==> config.mk <==
export PLATFORM = sky130hd
export DESIGN_NAME = bsc_core_top
export DESIGN_NICKNAME = d
export VERILOG_FILES = /design/src/logic/bsc_pkg.sv /design/src/logic/bsc_mem_if.sv /design/src/logic/bsc_digit_mem.sv /design/src/logic/bsc_digit_alu.sv /design/src/logic/bsc_core_top.sv
export SDC_FILE = /design/constraint.sdc
export NUM_CORES = 1
export LEC_CHECK = 0
export ABC_AREA = 1
export BUFFER_PORTS_ARGS = -buffer_cell sky130_fd_sc_hd__clkbuf_2
export CAP_MARGIN = 20
export CORE_MARGIN = 2
export CORE_UTILIZATION = 63
export DETAILED_ROUTE_END_ITERATION = 10
export PLACE_DENSITY = 0.8
export SLEW_MARGIN = 0
export SYNTH_ARGS = -nofsm -noshare
export SYNTH_HDL_FRONTEND = slang
export SYNTH_SLANG_ARGS = --single-unit
==> constraint.sdc <==
create_clock -name sys_clk_in -period 5.6 [get_ports sys_clk_in]
set_clock_uncertainty 0.05 [all_clocks]
set_input_delay 1.12 -clock sys_clk_in [delete_from_list [all_inputs] [get_ports sys_clk_in]]
set_output_delay 1.12 -clock sys_clk_in [all_outputs]
set_load 0.005 [all_outputs]
==> src/logic/bsc_pkg.sv <==
// Purpose: shared constants, encodings and types of the bcd serial core
// Assumes: 12-bit micro-instructions, 25-digit words, one digit per clock
// Notes: the named constants the core uses live here; plain literals stay in the modules
package bsc_pkg;

  // ****************************************************************
  // word and bus geometry
  // ****************************************************************
  localparam int INST_W = 12;
  localparam int ADDR_W = 8;
  localparam int BANK_W = 5;
  localparam int DIG_W = 5;
  localparam int DIGITS = 25;
  localparam int MEM_AW = 7;
  localparam logic [4:0] LAST_DIG = 5'h18; // digit 24, most significant
  localparam logic [4:0] WORD_END = 5'h19; // one past the last digit
  localparam logic [4:0] POINTER_MAX = 5'h18;
  localparam logic [1:0] ACC_REG = 2'h0; // register 0 is the accumulator

  // ****************************************************************
  // reset values
  // ****************************************************************
  localparam logic [7:0] PC_RST = 8'h00;
  localparam logic [4:0] BANK_RST = 5'h00;
  localparam logic [4:0] POINTER_RST = 5'h00;
  localparam logic [24:0] FLAGS_RST = 25'h0000000;

  // ****************************************************************
  // arithmetic opcodes, inst[10:7] when inst[11] is 0
  // ****************************************************************
  localparam logic [3:0] OP_ADD = 4'h0;
  localparam logic [3:0] OP_SUB = 4'h1;
  localparam logic [3:0] OP_SWAP = 4'h2;
  localparam logic [3:0] OP_NEG = 4'h3;
  localparam logic [3:0] OP_INC = 4'h4;
  localparam logic [3:0] OP_DEC = 4'h5;
  localparam logic [3:0] OP_SHL = 4'h6;
  localparam logic [3:0] OP_SHR = 4'h7;
  localparam logic [3:0] OP_CLR = 4'h8;
  localparam logic [3:0] OP_SLI = 4'h9;

  // ****************************************************************
  // non-arithmetic classes, inst[10:9] when inst[11] is 1
  // ****************************************************************
  localparam logic [1:0] CL_BRANCH = 2'h0;
  localparam logic [1:0] CL_CTRL = 2'h1;
  localparam logic [1:0] CL_EXT = 2'h2;
  localparam logic [1:0] CL_MISC = 2'h3;

  // ****************************************************************
  // control sub-opcodes, inst[8:5]; operand in inst[4:0]
  // ****************************************************************
  localparam logic [3:0] C_SET = 4'h0;
  localparam logic [3:0] C_RESET = 4'h1;
  localparam logic [3:0] C_CLEAR = 4'h2;
  localparam logic [3:0] C_QUERY = 4'h3;
  localparam logic [3:0] C_TOGGLE = 4'h4;
  localparam logic [3:0] C_BSWAP = 4'h5;
  localparam logic [3:0] C_LATCH = 4'h6;
  localparam logic [3:0] C_CFORCE = 4'h7;
  localparam logic [3:0] C_CQUERY = 4'h8;
  localparam logic [3:0] C_LEFT = 4'h9;
  localparam logic [3:0] C_RIGHT = 4'hA;
  localparam logic [3:0] C_SAVEA = 4'hB;
  localparam logic [3:0] C_SAVEB = 4'hC;
  localparam logic [3:0] C_RESTA = 4'hD;
  localparam logic [3:0] C_RESTB = 4'hE;

  // ****************************************************************
  // test outcomes steering the next branch
  // ****************************************************************
  localparam logic [1:0] RES_MATCH = 2'h0;
  localparam logic [1:0] RES_SECOND = 2'h1;
  localparam logic [1:0] RES_NONE = 2'h2;

  // ****************************************************************
  // field window patterns, bit n enables digit n
  // ****************************************************************
  localparam logic [24:0] WIN_MASK [0:7] = '{
    25'h1FFFFFF, 25'h0000001, 25'h0000007, 25'h0FFFFF8,
    25'h1000000, 25'h0FFFFFF, 25'h1FFFFFF, 25'h1FFFFFF};

  // ****************************************************************
  // sequencer states, gray along fetch-latch-decode-exec
  // ****************************************************************
  typedef enum logic [1:0] {
    ST_FETCH = 2'b00,
    ST_LATCH = 2'b01,
    ST_DECODE = 2'b11,
    ST_EXEC = 2'b10
  } bsc_state_e;

endpackage

==> src/logic/bsc_mem_if.sv <==
// Purpose: carrier between the core and its digit memory
// Assumes: two registered read ports, two write ports
// Notes: write port b wins when both hit one address
`timescale 1ns/1ns
`default_nettype none
interface bsc_mem_if;
  import bsc_pkg::*;
  logic [MEM_AW-1:0] ra_addr;
  logic [MEM_AW-1:0] rb_addr;
  logic [3:0] ra_data;
  logic [3:0] rb_data;
  logic wa_en;
  logic [MEM_AW-1:0] wa_addr;
  logic [3:0] wa_data;
  logic wb_en;
  logic [MEM_AW-1:0] wb_addr;
  logic [3:0] wb_data;
  modport core (output ra_addr, rb_addr, wa_en, wa_addr, wa_data, wb_en, wb_addr, wb_data,
                input ra_data, rb_data);
  modport mem (input ra_addr, rb_addr, wa_en, wa_addr, wa_data, wb_en, wb_addr, wb_data,
               output ra_data, rb_data);
endinterface
`default_nettype wire

==> src/logic/bsc_digit_mem.sv <==
// Purpose: digit store for the accumulator and three memory registers
// Assumes: address is {register, digit}; unused digits 25..31 are dead
// Notes: read data come out one clock after the address
`timescale 1ns/1ns
`default_nettype none
module bsc_digit_mem (
  input wire logic clk_in, // core clock
  input wire logic resetn_in, // synchronous, active low
  bsc_mem_if.mem mem_port // read and write ports
);
  import bsc_pkg::*;

  logic [3:0] store_r [0:(1<<MEM_AW)-1];
  logic [3:0] ra_r;
  logic [3:0] rb_r;

  // storage writes, port b last so it wins
  always_ff @(posedge clk_in) begin
    if (mem_port.wa_en) begin
      store_r[mem_port.wa_addr] <= mem_port.wa_data;
    end
    if (mem_port.wb_en) begin
      store_r[mem_port.wb_addr] <= mem_port.wb_data;
    end
  end

  // registered reads
  always_ff @(posedge clk_in) begin
    if (!resetn_in) begin
      ra_r <= 4'h0;
      rb_r <= 4'h0;
    end else begin
      ra_r <= store_r[mem_port.ra_addr];
      rb_r <= store_r[mem_port.rb_addr];
    end
  end

  assign mem_port.ra_data = ra_r;
  assign mem_port.rb_data = rb_r;
endmodule
`default_nettype wire

==> src/logic/bsc_digit_alu.sv <==
// Purpose: one-digit decimal adder and subtractor
// Assumes: operands are valid bcd digits
// Notes: carry_in is a borrow when sub_in is high
`timescale 1ns/1ns
`default_nettype none
module bsc_digit_alu (
  input wire logic [3:0] a_in, // addend or minuend
  input wire logic [3:0] b_in, // addend or subtrahend
  input wire logic carry_in, // carry or borrow in
  input wire logic sub_in, // high to subtract
  output logic [3:0] sum_out, // decimal result digit
  output logic carry_out // carry or borrow out
);
  logic [4:0] add_raw;
  logic [4:0] sub_raw;
  logic add_ovf;
  logic sub_neg;

  // binary sum and difference, then decimal correction
  assign add_raw = {1'b0, a_in} + {1'b0, b_in} + {4'h0, carry_in};
  assign sub_raw = {1'b0, a_in} - {1'b0, b_in} - {4'h0, carry_in};
  assign add_ovf = add_raw > 5'h09;
  assign sub_neg = sub_raw[4];
  assign sum_out = sub_in ? (sub_neg ? sub_raw[3:0] + 4'hA : sub_raw[3:0])
                          : (add_ovf ? add_raw[3:0] + 4'h6 : add_raw[3:0]);
  assign carry_out = sub_in ? sub_neg : add_ovf;
endmodule
`default_nettype wire

==> src/logic/bsc_core_top.sv <==
// Purpose: micro-instruction sequencer and digit-serial arithmetic core
// Assumes: rom answers in the cycle rom_read_out is high
// Notes: one digit per clock, least significant digit first
//
// Contract
// - sum: accumulator plus source into destination
// - difference: accumulator minus source into destination
// - swap: accumulator to destination, source to accumulator
// - negate: zero minus source into destination
// - plus or minus one: source into destination
// - shift up one digit, zero fill low
// - shift down one digit, zero fill high
// - zero every digit of selected register
// - shift accumulator up, literal into low digit
// - bank select picks rom for later fetches
// - branch conditional after test, else always
// - set or reset one named flag only
// - clear all 25 flags at once
// - flag query result conditions next branch
// - flag toggle conditional after test, else always
// - swap the two flag registers whole
// - latch mode switch inputs into flags
// - force cursor to one of 25 positions
// - cursor steps one left or right, wrapping 24 to 0 and 0 to 24
// - save two addresses, restore each into counter
// - one 8-bit address to all roms
// - six field windows limit execution digits
// - 25 digits, four bits parallel, lsd first
`timescale 1ns/1ns
`default_nettype none
module bsc_core_top (
  input wire logic sys_clk_in, // core clock, 125 MHz
  input wire logic resetn_in, // synchronous, active low
  input wire logic [bsc_pkg::INST_W-1:0] rom_data_in, // selected rom word
  input wire logic [24:0] mode_switch_in, // mode switch levels
  output logic [bsc_pkg::ADDR_W-1:0] rom_addr_out, // fetch address to all roms
  output logic [bsc_pkg::BANK_W-1:0] rom_bank_out, // selected rom
  output logic rom_read_out, // fetch strobe
  output logic word_sync_out, // start of a word time
  output logic field_window_out, // digit written inside window
  output logic [3:0] result_digit_out, // digit being written
  output logic result_valid_out, // result_digit_out is valid
  output logic [24:0] flags_out, // active flag register
  output logic [bsc_pkg::DIG_W-1:0] pointer_out, // cursor position
  output logic [5:0] ext_cmd_out, // external port command code
  output logic ext_strobe_out // external command pulse
);
  import bsc_pkg::*;
  // ****************************************************************
  // state
  // ****************************************************************
  bsc_state_e state_r;
  logic [ADDR_W-1:0] pc_r;
  logic [BANK_W-1:0] bank_r;
  logic rom_read_r;
  logic [INST_W-1:0] instr_r;
  logic [DIG_W-1:0] dig_r;
  logic carry_r;
  logic zero_a_r;
  logic zero_b_r;
  logic [24:0] flags_a_r;
  logic [24:0] flags_b_r;
  logic [DIG_W-1:0] pointer_r;
  logic [ADDR_W-1:0] save_a_r;
  logic [ADDR_W-1:0] save_b_r;
  logic test_pend_r;
  logic [1:0] result_r;
  logic mode3_r;
  logic sync_r;
  logic win_r;
  logic [3:0] res_dig_r;
  logic res_valid_r;
  logic [5:0] ext_cmd_r;
  logic ext_strobe_r;

  bsc_mem_if mif ();
  bsc_digit_mem u_mem (
    .clk_in(sys_clk_in),
    .resetn_in(resetn_in),
    .mem_port(mif.mem)
  );

  // ****************************************************************
  // instruction fields
  // ****************************************************************
  wire logic is_arith = ~instr_r[11];
  wire logic [3:0] aop = instr_r[10:7];
  wire logic [1:0] src_sel = instr_r[6:5];
  wire logic [1:0] dst_sel = instr_r[4:3];
  wire logic [2:0] win_code = instr_r[2:0];
  wire logic [3:0] literal = instr_r[6:3];
  wire logic [1:0] cls = instr_r[10:9];
  wire logic [3:0] cop = instr_r[8:5];
  wire logic [4:0] operand = instr_r[4:0];
  wire logic [7:0] target = instr_r[7:0];
  wire logic arith_ok = aop <= OP_SLI;
  wire logic [24:0] flag_bit = 25'h0000001 << operand;
  // toggle condition: always taken unless a test just ran
  wire logic take_w = ~test_pend_r | (result_r == RES_MATCH);

  // ****************************************************************
  // digit read side
  // ****************************************************************
  wire logic op_shl = aop == OP_SHL;
  wire logic op_shr = aop == OP_SHR;
  wire logic op_sli = aop == OP_SLI;
  wire logic [4:0] dig_dn = dig_r - 5'h01;
  wire logic [4:0] dig_up = dig_r + 5'h01;
  // shifts read the neighbour digit, edges read as zero
  wire logic [4:0] a_dig = op_sli ? dig_dn : dig_r;
  wire logic [4:0] b_dig = op_shl ? dig_dn : (op_shr ? dig_up : dig_r);
  wire logic a_oor = op_sli && (dig_r == 5'h00);
  wire logic b_oor = (op_shl && (dig_r == 5'h00)) || (op_shr && (dig_r == LAST_DIG));
  assign mif.ra_addr = {ACC_REG, a_dig};
  assign mif.rb_addr = {src_sel, b_dig};

  // ****************************************************************
  // digit write side, one clock behind the read
  // ****************************************************************
  wire logic [4:0] wr_dig = dig_dn;
  wire logic wr_phase = (state_r == ST_EXEC) && (dig_r != 5'h00);
  wire logic in_win = wr_phase && WIN_MASK[win_code][wr_dig];
  wire logic [3:0] a_val = zero_a_r ? 4'h0 : mif.ra_data;
  wire logic [3:0] b_val = zero_b_r ? 4'h0 : mif.rb_data;
  wire logic op_two = (aop == OP_ADD) || (aop == OP_SUB);
  wire logic op_one = (aop == OP_INC) || (aop == OP_DEC);
  wire logic op_math = op_two || op_one || (aop == OP_NEG);
  wire logic op_sub = (aop == OP_SUB) || (aop == OP_NEG) || (aop == OP_DEC);
  wire logic [3:0] alu_a = op_two ? a_val : (op_one ? b_val : 4'h0);
  wire logic [3:0] alu_b = op_one ? 4'h0 : b_val;
  logic [3:0] alu_sum;
  logic alu_cout;
  bsc_digit_alu u_alu (
    .a_in(alu_a),
    .b_in(alu_b),
    .carry_in(carry_r),
    .sub_in(op_sub),
    .sum_out(alu_sum),
    .carry_out(alu_cout)
  );
  // destination data per operation
  wire logic [3:0] wa_val = op_math ? alu_sum :
                            (aop == OP_SWAP) ? a_val :
                            (op_shl || op_shr) ? b_val :
                            (aop == OP_CLR) ? 4'h0 :
                            (wr_dig == 5'h00) ? literal : a_val;
  wire logic [1:0] wa_reg = (op_shl || op_shr || (aop == OP_CLR)) ? src_sel :
                            op_sli ? ACC_REG : dst_sel;
  assign mif.wa_en = in_win && arith_ok;
  assign mif.wa_addr = {wa_reg, wr_dig};
  assign mif.wa_data = wa_val;
  // swap also loads the source into the accumulator
  assign mif.wb_en = in_win && (aop == OP_SWAP);
  assign mif.wb_addr = {ACC_REG, wr_dig};
  assign mif.wb_data = b_val;

  // ****************************************************************
  // branch target and sequential address
  // ****************************************************************
  wire logic [7:0] target_nxt = target + 8'h01;
  wire logic [7:0] br_dest = ~test_pend_r ? target :
                             (result_r == RES_MATCH) ? target :
                             (result_r == RES_SECOND && mode3_r) ? target_nxt : pc_r;
  wire logic cur_lt = pointer_r < operand;
  wire logic cur_eq = pointer_r == operand;
  wire logic [4:0] ptr_left = (pointer_r == POINTER_MAX) ? 5'h00 : pointer_r + 5'h01;
  wire logic [4:0] ptr_right = (pointer_r == 5'h00) ? POINTER_MAX : pointer_r - 5'h01;
  wire logic is_ctrl = ~is_arith && (cls == CL_CTRL);
  wire logic is_query = is_ctrl && ((cop == C_QUERY) || (cop == C_CQUERY));

  // ****************************************************************
  // sequencer: fetch, latch, decode, digit loop
  // ****************************************************************
  always_ff @(posedge sys_clk_in) begin
    if (!resetn_in) begin
      state_r <= ST_FETCH;
      rom_read_r <= 1'b0;
      instr_r <= 12'h000;
      dig_r <= 5'h00;
      sync_r <= 1'b0;
    end else begin
      sync_r <= 1'b0;
      rom_read_r <= 1'b0;
      case (state_r)
        ST_FETCH: begin
          rom_read_r <= 1'b1;
          state_r <= ST_LATCH;
        end
        ST_LATCH: begin
          instr_r <= rom_data_in;
          state_r <= ST_DECODE;
        end
        ST_DECODE: begin
          dig_r <= 5'h00;
          if (is_arith && arith_ok) begin
            sync_r <= 1'b1;
            state_r <= ST_EXEC;
          end else begin
            state_r <= ST_FETCH;
          end
        end
        default: begin
          dig_r <= dig_up;
          if (dig_r == WORD_END) begin
            state_r <= ST_FETCH;
          end
        end
      endcase
    end
  end

  // ****************************************************************
  // address counter, rom bank and saved addresses
  // ****************************************************************
  always_ff @(posedge sys_clk_in) begin
    if (!resetn_in) begin
      pc_r <= PC_RST;
      bank_r <= BANK_RST;
      save_a_r <= PC_RST;
      save_b_r <= PC_RST;
      mode3_r <= 1'b0;
    end else if (state_r == ST_LATCH) begin
      pc_r <= pc_r + 8'h01;
    end else if (state_r == ST_DECODE && ~is_arith) begin
      if (cls == CL_BRANCH && ~instr_r[8]) begin
        pc_r <= br_dest;
        mode3_r <= 1'b0;
      end else if (cls == CL_BRANCH) begin
        mode3_r <= instr_r[0];
      end else if (cls == CL_MISC && instr_r[8]) begin
        bank_r <= operand;
      end else if (is_ctrl && cop == C_SAVEA) begin
        save_a_r <= pc_r;
      end else if (is_ctrl && cop == C_SAVEB) begin
        save_b_r <= pc_r;
      end else if (is_ctrl && cop == C_RESTA) begin
        pc_r <= save_a_r;
      end else if (is_ctrl && cop == C_RESTB) begin
        pc_r <= save_b_r;
      end
    end
  end

  // ****************************************************************
  // flag registers and cursor
  // ****************************************************************
  always_ff @(posedge sys_clk_in) begin
    if (!resetn_in) begin
      flags_a_r <= FLAGS_RST;
      flags_b_r <= FLAGS_RST;
      pointer_r <= POINTER_RST;
    end else if (state_r == ST_DECODE && is_ctrl) begin
      case (cop)
        C_SET: flags_a_r <= flags_a_r | flag_bit;
        C_RESET: flags_a_r <= flags_a_r & ~flag_bit;
        C_CLEAR: flags_a_r <= FLAGS_RST;
        C_TOGGLE: flags_a_r <= take_w ? flags_a_r ^ flag_bit : flags_a_r;
        C_BSWAP: begin
          flags_a_r <= flags_b_r;
          flags_b_r <= flags_a_r;
        end
        C_LATCH: flags_b_r <= mode_switch_in;
        C_CFORCE: pointer_r <= (operand > POINTER_MAX) ? pointer_r : operand;
        C_LEFT: pointer_r <= ptr_left;
        C_RIGHT: pointer_r <= ptr_right;
        default: pointer_r <= pointer_r;
      endcase
    end
  end

  // ****************************************************************
  // test outcome kept for the following branch
  // ****************************************************************
  always_ff @(posedge sys_clk_in) begin
    if (!resetn_in) begin
      test_pend_r <= 1'b0;
      result_r <= RES_NONE;
    end else if (state_r == ST_DECODE) begin
      test_pend_r <= is_query;
      if (is_query && cop == C_QUERY) begin
        result_r <= |(flags_a_r & flag_bit) ? RES_MATCH : RES_NONE;
      end else if (is_query) begin
        result_r <= cur_eq ? RES_MATCH : (cur_lt ? RES_SECOND : RES_NONE);
      end
    end
  end

  // ****************************************************************
  // carry chain and edge-zero pipeline
  // ****************************************************************
  always_ff @(posedge sys_clk_in) begin
    if (!resetn_in) begin
      carry_r <= 1'b0;
      zero_a_r <= 1'b0;
      zero_b_r <= 1'b0;
    end else begin
      zero_a_r <= a_oor;
      zero_b_r <= b_oor;
      if (state_r == ST_DECODE) begin
        carry_r <= op_one;
      end else if (in_win && op_math) begin
        carry_r <= alu_cout;
      end
    end
  end

  // ****************************************************************
  // observation and external command outputs
  // ****************************************************************
  always_ff @(posedge sys_clk_in) begin
    if (!resetn_in) begin
      win_r <= 1'b0;
      res_dig_r <= 4'h0;
      res_valid_r <= 1'b0;
      ext_cmd_r <= 6'h00;
      ext_strobe_r <= 1'b0;
    end else begin
      win_r <= in_win;
      res_valid_r <= mif.wa_en;
      res_dig_r <= mif.wa_en ? wa_val : res_dig_r;
      ext_strobe_r <= (state_r == ST_DECODE) && ~is_arith && (cls == CL_EXT);
      ext_cmd_r <= ((state_r == ST_DECODE) && ~is_arith && (cls == CL_EXT)) ? instr_r[5:0] : ext_cmd_r;
    end
  end

  assign rom_addr_out = pc_r;
  assign rom_bank_out = bank_r;
  assign rom_read_out = rom_read_r;
  assign word_sync_out = sync_r;
  assign field_window_out = win_r;
  assign result_digit_out = res_dig_r;
  assign result_valid_out = res_valid_r;
  assign flags_out = flags_a_r;
  assign pointer_out = pointer_r;
  assign ext_cmd_out = ext_cmd_r;
  assign ext_strobe_out = ext_strobe_r;
endmodule
`default_nettype wire

**After elaboration in Yosys (flattened, before gate mapping)**

Memories as Yosys holds them, arrays and structs flattened. A register that Yosys moved wholly into a read port is not among the register bits.
Index checks and enable logic that the tools add are counted.

- $add $sub $neg: 12
- Multipliers: 0
- Divide/modulo/power cells: 0
- Order comparisons: 6
- Equality and inequality tests: 41
- Shifts and indexed selects: 1
- Multiplexer cells: 61
- Bitwise gates (word level): 15
- Reductions and logical operators: 64

Operators with widths:

| operator | count |
|---|---|
| $pmux 25 s5 | 1 |
| $mux 8 | 12 |
| $mux 25 | 3 |
| $mux 4 | 13 |
| $and 25x25->25 | 2 |
| $pmux 25 s2 | 1 |
| $eq 4x4->1 const B | 9 |
| $eq 4x3->1 const B | 8 |
| $mux 5 | 6 |
| $not 25->25 | 1 |
| $or 25x25->25 | 1 |
| $reduce_or 25->1 | 1 |
| $shl 1x5->25 const A | 1 |
| $xor 25x25->25 | 1 |
| $logic_and 1x1->1 | 22 |
| $mux 2 | 9 |
| $add 8x1->8 const B | 2 |
| $eq 4x2->1 const B | 4 |
| $eq 5x5->1 const B | 3 |
| $logic_not 5->1 | 3 |
| $pmux 5 s3 | 1 |
| $reduce_and 7->1 | 2 |
| $mux 1 | 12 |
| $add 5x1->5 const B | 2 |
| 40 further kinds | 80 |

- Register bits after elaboration: 125
- Latch bits: 0
- RAM bits: 512
- Memory bits (read-only): 200
- Input bits: 39
- Output and inout port bits: 58
- Word-level logic and storage cells: 225
- Memories kept: 2

Memories:

| name | depth | width | read ports | clocked after memory_dff | write ports | line | RTL |
|---|---|---|---|---|---|---|---|
| u_mem.store_r | 128 | 4 | 2 | 2 | 2 | bsc_digit_mem.sv:13 | `logic [3:0] store_r [0:(1<<MEM_AW)-1];` |
| (name not given) | 8 | 25 | 1 | 0 | 0 | bsc_core_top.sv:122 | `wire logic in_win = wr_phase && WIN_MASK[win_code][wr_dig];` |

**Depth between registers and ports, before layout**

- Depth in word-level cells: 12
- Gate-level depth with buffers: 23
- Mapped depth without buffers: 21

**By module**

Synthesis repeated with hierarchy kept, for this count alone.

- Cells, all modules: 5,754
- Area total of the unflattened synthesis: 41,895.2 um^2

Modules (own cells, without submodules):

| module | times used | cells an instance | area each (um^2) | sequential area each (um^2) |
|---|---|---|---|---|
| bsc_digit_mem | 1 | 4,392 | 32,750.2 | 15,534.9 |
| bsc_core_top | 1 | 1,252 | 8,523.2 | 2,502.4 |
| bsc_digit_alu | 1 | 110 | 621.8 | 0.0 |

**Worst setup path before layout**

Ideal clock, no wire load.

- Path type: reg2reg
- Start point: register instr_r[8]
- End point: memory u_mem.store_r[24][1] (data pin)
- Library setup time: 270 ps
- Arrival time: 4,067 ps
- Required time: 5,280 ps
- Path slack: 1,213 ps
- Cell stages (with the launch flop): 22
- Buffers on the path: 3
- Period minus slack after synthesis: 4,387 ps
- Cell sequence: dfxtp_1 > buf_2 > inv_1 > nand2_2 > clkbuf_1 > o22ai_1 > fa_1 > fa_1 > xor2_1 > inv_1 > ha_1 > inv_1 > or2_2 > nand3_1 > nand2_1 > nand2_1 > nand2_1 > o21bai_2 > nand2_2 > buf_2 > nand2_1 > o21ai_0

RTL lines:

| element | line | RTL |
|---|---|---|
| start, declared | bsc_core_top.sv:56 | `logic [INST_W-1:0] instr_r;` |
| start signal, assigned | bsc_core_top.sv:190 | `instr_r <= rom_data_in;` |
| end, declared | bsc_digit_mem.sv:13 |  |

==> summary.txt <==
Synth Warn #: 0
Leak: 15.2 nW
Period minus WS final: 4.89 ns
Util after Layout: 0.708
R2R depth: 19
Final HPWL DP: 57200 um
Max Slew Vio Count: 0
Setup crit start kind: register
Hold Fails Final Rpt: 0
CORE AREA: 52800 um^2
CP max stage cell: nand2_4
Hold path cells: 2
Number of fill cells: 4060
CTS tree: done
Status: complete, no violations
First drt pass iteration count: 7
Area contributors post-synth: edfxtp_1 (46%), nand2_1 (11%), dfxtp_1 (7.9%)
Comb power frac: 0.193
Setup Buffers After CTS: 0
Syn avg cell area: 8.78 um^2
Power share of the clock group: 0.344
Die span in x: 235 um
Ant. Diodes: 0
Crit path depth: 19
GRT Residual Overflow: 0
Vias per inst: 6.08
Worst-margin pin slew: 1.15 ns
Via Count: 28500
Clk sinks: 645
Final period util: 0.872
Clock-pin transition on the worst setup and hold timing paths: 0.06 ns
Top FF cell, synth: edfxtp_1
Worst Setup Path Type: reg2reg
Cell taking the most area after synthesis: edfxtp_1
Initial antenna violation count: 1
CP arrival: 5.17 ns
PortBufs: 96
Pwr Total: 13.3 mW
Post-CTS sizing: 0
Hold WC Path Type: reg2reg
Sequential fraction of design power: 0.464
Pin count of the biggest net entering global routing: 124
Critical Path Max Stage Delay: 0.49 ns
Die Area: 55500 um^2
Internal Power: 9.31 mW
Mapped cell area: 33800 um^2
Cell Chain, Critical Path: inv_1 -> nor2_2 -> nand2_1 -> nand2_1 -> inv_1 -> fa_1 -> fa_1 -> xor2_1 -> inv_1 -> ha_1 -> inv_1 -> or2_2 -> nand3_1 -> nand2_1 -> nand2_1 -> nand3_1 -> nand2_1 -> nand2_4 -> buf_12
Number of global-route vias before repair: 27000
Synth top area share: 0.455
Switching portion of total power: 0.298
Kind of end point of the critical path: register
H-tree depth: 3
VDD IR max: 330 uV
Global Route Usage Sum: 0.334
CTS buffer count: 68
Finished Layout Cells: 4694
Power Dens Cells: 355 nW/um^2
Count of hold-fix buffers inserted at cts: 0
CP required: 5.89 ns
Net Sw Power: 3.94 mW
Top delay family on crit path: simple AND/OR/NAND/NOR gates
WP buf/inv: 5
Starting Density: 0.640
RSZ-0062 raised after global routing: false
Max Cap Viol: 0
Die extent in y: 235 um
Post-synth EDFFs: 512
Drt wl/cell: 19.8 um
Final setup fails: 0
Placed Cells: 4570
Fin nets: 4101
Most used cell, CP: nand2_1
Total Wirelength: 93100 um
Row count: 84
Global placer's final weighted congestion: 0.970
IO Pins: 97
P&R area growth vs syn: 10.7%
Yosys reg bits: 645
Syn Inst Count: 3844
First-pass GRT wire length: 146000 um
Rel. slew slack: 0.234
Async S/R FF share, synth: 0
Post-DRT Antenna Nets: 0
Synth unique cells: 52
Initial DRC count: 3626
Drc violations: 0
Most frequent cells after synthesis: nand2_1 (968), edfxtp_1 (512), nand3_1 (494)
Sequential-to-total area share from yosys stat: 0.534
Max frequency: 205 MHz
Root buffer cell: clkbuf_16
Clk_lat worst skew: 0.63 ns
Most frequent cell after synthesis: nand2_1
Setup TNS: 0 ns
Fraction of layout cells with a size suffix above 1: 0.0884
CP max FO: 77
CTS Buffer Depth: 3
[final cells by class]
type	instances	area [um^2]	share of cell area
clock buffer	81	1790	0.0480
timing repair buffer	152	1020	0.0272
sequential	645	18000	0.483
tap	688	861	0.0230
multi-input combinational	2735	13900	0.372
clock inverter	42	442	0.0118
inverter	351	1320	0.0353
[tightest hold or removal path, cell delays in order, from the launching register on]
cell and delay [ns]:
dfxtp_1 0.31, inv_1 0.05, a21oi_1 0.05
[cell families (layout without fill, tap and decap cells)]
| family | count (synthesis) | count (layout) | share of synthesized area |
|---|---|---|---|
| and+or+nand+nor | 1891 | 1891 | 0.251 |
| DFF | 645 | 645 | 0.534 |
| AOI/OAI and AO/OA | 608 | 608 | 0.100 |
| buffers and inverters | 575 | 626 | 0.0690 |
| adders and majority gates | 109 | 109 | 0.0413 |
| xor gates and xnor gates | 15 | 15 | 0.00389 |
| other | 1 | 112 | 0.000111 |
[flip-flops by register name, summed over array words and instances, names as in the netlist, 6 cells and up]
signal         cells
u_mem.store_r    512
ext_cmd_out        6
flags_out         25
instr_r           12
save_b_r           8
flags_b_r         25
rom_addr_out       8
save_a_r           8
[layer usage]
| metal | global-route usage | vias up | part of all wire |
|---|---|---|---|
| met5 | 0 | - | 0.00013 |
| met4 | 0.168 | 2 | 0.050 |
| met3 | 0.0681 | 353 | 0.11 |
| met2 | 0.545 | 1763 | 0.47 |
| met1 | 0.424 | 13100 | 0.37 |
| li1 | - | 13300 | - |
[worst paths after layout]
| check | startpoint | to | slack (ns) |
|---|---|---|---|
| max reg2reg | instr_r[9] | u_mem.store_r[45][3] | 0.71 |
| min reg2reg | save_a_r[6] | save_a_r[6] | 0.40 |
| min | save_a_r[6] | save_a_r[6] | 0.40 |
| max | instr_r[9] | u_mem.store_r[45][3] | 0.71 |
[placed cells by master (no fill, tap or decap), drive strengths merged, types with 5 or more instances in the layout]
cell type    n
a211oi       9
a21oi      112
a31oi       56
buf         56
bufinv       6
clkbuf     177
clkinv      34
conb       112
dfxtp      133
edfxtp     512
ha         105
inv        350
nand2      987
nand3      515
nand3b      38
nand4       57
nor2       254
nor3        28
nor4         7
o211ai      29
o21ai      358
o221ai      16
o22ai       16
or2          5
xor2        14
[power by group through the flow]
stage / Clock, mW / Sequential [mW] / Combinational (mW)
floorplan: 0 / 6.21 / 1.70
global placement: 0 / 6.23 / 2.40
detailed placement: 0 / 6.24 / 2.48
CTS: 4.57 / 6.14 / 2.50
global route: 4.76 / 6.17 / 2.84
finish: 4.55 / 6.14 / 2.56
[stage by stage]
step / hold WS (ns) / worst slack [ns] / area (um^2)
5_1_grt: 0.430 / 0.388 / 37400
2_1_floorplan: 0.370 / 1.21 / 34200
3_5_place_dp: 0.390 / 0.836 / 35100
6_report: 0.397 / 0.714 / 37400
3_3_place_gp: 0.382 / 0.922 / 35100
4_1_cts: 0.398 / 0.804 / 37300
(Power assumes the default switching activity.)
